## config.mk

```make
export PLATFORM = sky130hd
export DESIGN_NAME = wlal_bank
export DESIGN_NICKNAME = d
export VERILOG_FILES = /design/src/hw/wlal_pkg.sv /design/src/hw/wlal_bank.sv
export SDC_FILE = /design/constraint.sdc
export NUM_CORES = 1
export LEC_CHECK = 0
export ABC_AREA = 0
export BUFFER_PORTS_ARGS = -buffer_cell sky130_fd_sc_hd__buf_2
export CAP_MARGIN = 10
export CORE_MARGIN = 5
export CORE_UTILIZATION = 51
export CTS_BUF_LIST = sky130_fd_sc_hd__clkbuf_2 sky130_fd_sc_hd__clkbuf_4 sky130_fd_sc_hd__clkbuf_8
export CTS_CLUSTER_SIZE = 8
export DETAILED_ROUTE_END_ITERATION = 16
export PLACE_DENSITY = 0.82
export SYNTH_ARGS = -nofsm -noshare
export SYNTH_HDL_FRONTEND = slang
export SYNTH_SLANG_ARGS = --single-unit
```

## constraint.sdc

```tcl
create_clock -name clk_sys -period 2.9 [get_ports clk_sys]
set_input_delay 0.145 -clock clk_sys [delete_from_list [all_inputs] [get_ports clk_sys]]
set_output_delay 0.145 -clock clk_sys [all_outputs]
set_load 0.02 [all_outputs]
```

## src/hw/wlal_pkg.sv

```systemverilog
// Package for the warning latch and access lock register bank.
// Assumes a single 25 MHz system clock and word-wide register ports.
`default_nettype none
package wlal_pkg;

	// Register offsets (parameter addresses)
	localparam logic [15:0] OFS_CHANNEL_LOCK   = 16'h013c;
	localparam logic [15:0] OFS_ANALOG_ONE     = 16'h0902;
	localparam logic [15:0] OFS_LATCHED_WARN   = 16'h1c18;

	// Reset values
	localparam logic [15:0] RST_CHANNEL_LOCK   = 16'h0000;
	localparam logic [15:0] RST_LATCHED_WARN   = 16'h0000;
	localparam logic [15:0] RST_ANALOG_ONE     = 16'h0000;

	// Warning bit positions
	localparam int BIT_GENERAL      = 0;
	localparam int BIT_AMP_TEMP     = 1;
	localparam int BIT_MOTOR_TEMP   = 2;
	localparam int BIT_AMP_OVLD     = 4;
	localparam int BIT_MOTOR_OVLD   = 5;
	localparam int BIT_BRAKE_OVLD   = 6;
	localparam int BIT_CAN          = 7;
	localparam int BIT_ENCODER      = 8;
	localparam int BIT_RS485        = 9;
	localparam int BIT_POWER_REMOVE = 10;
	localparam int BIT_UNDERVOLT    = 11;
	localparam int BIT_FIELDBUS2    = 12;
	localparam int BIT_POS_INVALID  = 13;

	// Bits that may carry a warning (3, 14, 15 reserved)
	localparam logic [15:0] WARN_USED_MASK  = 16'h3ff7;
	// Bits that clear themselves once the cause is gone
	localparam logic [15:0] WARN_SELF_CLEAR = 16'h2c00;

	// Lowest reportable analogue level in millivolts
	localparam logic signed [15:0] ANALOG_MIN_MV = -16'sd10000;
	// Lock word value that blocks other channels
	localparam logic [15:0] LOCK_BLOCKED = 16'h0001;

	// Access channels
	typedef enum logic [1:0]
	{
		CH_FIELDBUS,
		CH_COMMISSION,
		CH_PANEL,
		CH_FIELDBUS2
	} wlal_chan_t;

	// One register request
	typedef struct packed
	{
		logic        valid;
		logic        write;
		wlal_chan_t  chan;
		logic [15:0] addr;
		logic [15:0] wdata;
	} wlal_req_t;

	// One register answer
	typedef struct packed
	{
		logic        valid;
		logic        refused;
		logic [15:0] rdata;
	} wlal_rsp_t;

endpackage
`default_nettype wire

```

## src/hw/wlal_bank.sv

```systemverilog
// Warning latch, channel lock and analogue level register bank.
// Requests come from the parameter handler already in the clk_sys domain;
// live warnings, the raw analogue sample, the fault-clear strobe and the halt
// level arrive from drive logic on the same clock, so none is resynchronised.
//
// Contract
// - Fault-clear empties whole latched warning word; bits still live are reloaded in the same cycle
// - Bits 10, 11, 13 clear when cause gone
// - Latched bit one means warning was activated
// - Bits 0-2, 4-6: general, temperature, overload
// - Bits 7-11: CAN, encoder, RS485, power, undervoltage
// - Bit 12 second fieldbus, 13 position invalid
// - Bits 3, 14, 15 reserved, never set
// - Lock zero enables, one blocks other channels
// - Only fieldbus sets lock; others refused while locked
// - Input signal processing never blocked by lock
// - Analogue level read-only signed millivolts, floor -10000
// - Live warning word uses latched bit meanings
`timescale 1ns/10ps
`default_nettype none

module wlal_bank
(
	// Clock and reset
	input  wire logic                 clk_sys,
	input  wire logic                 rst,
	// Register access
	input  wire wlal_pkg::wlal_req_t  req,
	output var  wlal_pkg::wlal_rsp_t  rsp,
	// Drive side
	input  wire logic [15:0]          live_warning_word,
	input  wire logic                 fault_clear_command,
	input  wire logic signed [15:0]   analog_input_one,
	input  wire logic                 halt_in,
	// Status out
	output var  logic [15:0]          live_warning_out,
	output var  logic                 channels_blocked,
	output var  logic                 halt_out
);

	logic [15:0]        latched_q;
	logic [15:0]        lock_q;
	logic signed [15:0] level_q;
	logic               other_chan;
	logic               refuse;
	logic               hit_lock;
	logic               hit_level;
	logic               hit_latch;
	logic [15:0]        live_used;

	assign live_used  = live_warning_word & wlal_pkg::WARN_USED_MASK;
	assign other_chan = (req.chan != wlal_pkg::CH_FIELDBUS);
	assign hit_lock   = (req.addr == wlal_pkg::OFS_CHANNEL_LOCK);
	assign hit_level  = (req.addr == wlal_pkg::OFS_ANALOG_ONE);
	assign hit_latch  = (req.addr == wlal_pkg::OFS_LATCHED_WARN);

	assign refuse = (other_chan && (lock_q == wlal_pkg::LOCK_BLOCKED))
		|| (req.write && (hit_level || hit_latch))
		|| !(hit_lock || hit_level || hit_latch);

	always_ff @(posedge clk_sys or posedge rst)
	begin
		if (rst)
			latched_q <= wlal_pkg::RST_LATCHED_WARN;
		else if (fault_clear_command)
			latched_q <= live_used;
		else
			latched_q <= ((latched_q & ~(wlal_pkg::WARN_SELF_CLEAR & ~live_used)) | live_used);
	end

	always_ff @(posedge clk_sys or posedge rst)
	begin
		if (rst)
			lock_q <= wlal_pkg::RST_CHANNEL_LOCK;
		else if (req.valid && req.write && hit_lock && !other_chan)
			lock_q <= req.wdata;
	end

	always_ff @(posedge clk_sys or posedge rst)
	begin
		if (rst)
			level_q <= wlal_pkg::RST_ANALOG_ONE;
		else if (analog_input_one < wlal_pkg::ANALOG_MIN_MV)
			level_q <= wlal_pkg::ANALOG_MIN_MV;
		else
			level_q <= analog_input_one;
	end

	// Answer one cycle after the request
	always_ff @(posedge clk_sys or posedge rst)
	begin
		if (rst)
			rsp <= '0;
		else
		begin
			rsp.valid   <= req.valid;
			rsp.refused <= req.valid && refuse;
			if (req.valid && !refuse && !req.write)
			begin
				if (hit_lock)
					rsp.rdata <= lock_q;
				else if (hit_level)
					rsp.rdata <= level_q;
				else
					rsp.rdata <= latched_q;
			end
			else
				rsp.rdata <= 16'h0000;
		end
	end

	always_ff @(posedge clk_sys or posedge rst)
	begin
		if (rst)
		begin
			live_warning_out <= 16'h0000;
			halt_out         <= 1'b0;
		end
		else
		begin
			live_warning_out <= live_used;
			halt_out         <= halt_in;
		end
	end

	assign channels_blocked = (lock_q == wlal_pkg::LOCK_BLOCKED);
endmodule

`default_nettype wire

```

==> impl_metrics.json <==
{
  "core_area_um2": 5820,
  "fin_nets": 413,
  "routed_wl_um": 6660,
  "cts_max_path_buffers": 2,
  "dieWidth_um": 86.7,
  "path_clk_slew_ns": 0.08,
  "max_freq_mhz": 500,
  "relSlewSlack_pct": 37.0,
  "synth_top_cell_area_share_pct": 64.2,
  "rows": 28,
  "fp.dieArea_um2": 7520,
  "cp_max_fo": 16,
  "peakVddDrop_v": 0.000335,
  "synthCells": 219,
  "ys_warn_count": 0,
  "cp.required_ns": 3.06,
  "antenna_found_initial": 0,
  "htreeDepth": 3,
  "drc": 0,
  "drt_iter0_markers": 79,
  "slew_viol_final": 0,
  "fin_cells": 420,
  "status": "finished, final reports clean",
  "min-delay-start": "analog_input_one[4]",
  "antenna_cells": 0,
  "clock_latency_ns": 0.34,
  "design.portCount": 108,
  "worstSetupPathType": "flip-flop to flip-flop",
  "first_global_vias": 2212,
  "setup_viol": 0,
  "syn_avg_cell_area_um2": 13.7,
  "synth-async-reset-ratio_pct": 100,
  "synth_cell_types": 40,
  "grt-ovfl-total": 0,
  "cp_data_arrival_time_ns": 2.16,
  "ant_nets": 0,
  "skew_ns": 0.00718,
  "synth-main-ff-cell": "dfrtp_1",
  "maxCapViolations": 0,
  "finalHoldViolations": 0,
  "initial_core_util_pct": 51.6,
  "synth_edf_count": 0,
  "cts-root-buf": "clkbuf_8",
  "viasPerCell": 4.91,
  "yosys.area.top_type": "dfrtp_1",
  "grt_use_total_pct": 19.2,
  "critPathCaptureType": "flip-flop",
  "vias": 2061,
  "r2r_start": "lock_q[14]",
  "min_path_type": "input port to flip-flop",
  "drt-wirelength-per-cell_um": 15.8,
  "cts_num_sinks": 77,
  "syn-cell-area_um2": 3000,
  "yosys-top-cells-area": "dfrtp_1 (64%), mux2_4 (5.0%), mux2i_1 (4.3%)",
  "area_growth_pct": 31.3,
  "grt_pass1_wl_um": 10700,
  "cts_made_buffers": 9,
  "place_inst": 385,
  "cts_resized": 0,
  "port_buffers": 101,
  "worst_slew_pin_slew_ns": 0.943,
  "synth_seq_area_share_pct": 64.2,
  "leakage_nw": 2.04,
  "grt_setup_unrepaired": "no",
  "period_share_pct": 68.9,
  "drive_above_1_share_pct": 42.6,
  "p_per_area_nw_per_um2": 553,
  "tritoncts": "built",
  "grt_max_degree": 59,
  "dp_hpwl_um": 4770,
  "dr.pass1.iters": 4,
  "period_minus_slack_ns": 2.00,
  "startpoint_type": "flip-flop",
  "startpoint": "lock_q[14]",
  "ys_ff_latch": 77,
  "fin_tns_setup_ns": 0,
  "gp_congestion": 0.802,
  "fp.dieH_um": 86.7
}
[stage by stage]
step / instance area (um^2) / power (W) / util, % / hold WS [ns] / setup WS [ns]
after CTS: 3940 / 0.00220 / 67.7 / 0.00490 / 0.916
after floorplan: 3010 / 0.00122 / - / 0.176 / 0.788
final: 3940 / 0.00218 / 67.7 / 0.0207 / 0.901
after global routing: 3940 / 0.00228 / 67.7 / 0.00395 / 0.777
after global placement: 3520 / 0.00130 / 60.6 / 0.253 / 0.916
after detailed placement: 3520 / 0.00130 / 60.6 / 0.255 / 0.811
[flip-flops by register name, summed over array words and instances, names as in the netlist]
| register | flops |
|---|---|
| rsp | 18 |
| level_q | 16 |
| lock_q | 16 |
| latched_q | 13 |
| live_warning_out | 13 |
| halt_out | 1 |
[cells in the mapped netlist, types with 2 or more instances]
cell type  number
a22oi_1         3
dfrtp_1        77
buf_2           3
nand3_1         2
buf_6           2
buf_4           3
nand4_1         2
mux2_4         10
mux2i_1        13
nor2b_1         8
clkbuf_1        5
or2_2           7
inv_1           4
a21o_1         10
and3b_1         3
nor2_1         22
a211oi_1       13
mux2_2          6
nor4_1          3
o21ai_0         2
nor3_1          2
[cell usage in the layout (no fill, tap or decap), drive strengths merged, types with 4 or more instances in the layout]
cell	synthesis	routed
nor2b	8	8
clkbuf	5	10
clkinv	1	5
mux2i	13	13
nor4	4	4
dfrtp	77	77
or2	8	8
mux2	16	16
nor2	22	22
buf	9	103
dlygate4sd3	0	19
a211oi	13	13
a21o	10	10
[metal layers]
| metal | vias up | global-route usage (%) | share of wire [%] |
|---|---|---|---|
| li1 | 998 | - | - |
| met1 | 991 | 23.2 | 40 |
| met2 | 61 | 32.5 | 53 |
| met3 | 11 | 3.71 | 5.0 |
| met4 | 0 | 9.92 | 1.8 |
| met5 | - | 0 | 0 |
[worst paths after layout]
path | slack (ns) | end | depth (start not counted)
min in group asynchronous | 0.54 | latched_q[8] | 3
max reg2reg | 0.90 | rsp[5] | 5
max | 0.90 | rsp[5] | 5
max in group asynchronous | 1.57 | latched_q[5] | 4
min reg2reg | 0.48 | latched_q[7] | 1
min | 0.02 | level_q[4] | 2
[area by class of cell]
cell class / count / area (um^2)
clock buffer: 10 / 138
clock inverter: 6 / 86.3
fill: 473 / 1880
inverter: 5 / 20.0
multi-input combinational: 125 / 963
sequential: 77 / 1930
tap: 75 / 93.8
timing repair buffer: 122 / 711
[where the power goes]
group          leakage [nW]  switching (W)  internal, W
logic                 0.970      0.0000933    0.0000830
registers             0.963      0.0000121      0.00111
clock network         0.112       0.000371     0.000506
[worst max-delay path, cell delays in order, from the launching register on]
cell      delay, ns
dfrtp_1        0.41
nor4b_1        0.45
nand4_1        0.21
nor2_1         0.18
a211o_1        0.46
a211oi_1       0.11
[cells by family (layout without fill, tap and decap cells)]
group | count (synthesis) | in the layout | share of synthesized area [%]
AO/OA/AOI/OAI | 32 | 32 | 7.80
adder cells (fa/ha/maj) | 1 | 1 | 0.417
buffers and inverters | 19 | 143 | 3.92
flip-flops | 77 | 77 | 64.2
multiplexers | 29 | 29 | 11.6
other | 1 | 3 | 0.125
AND/OR/NAND/NOR | 60 | 60 | 11.9
[timing repair]
item	in CTS	in global routing
endpoints found under the setup margin	0	0
hold buffers	19	0
endpoints found under the hold margin	41	0
setup buffers	0	0
(Power assumes the default switching activity.)
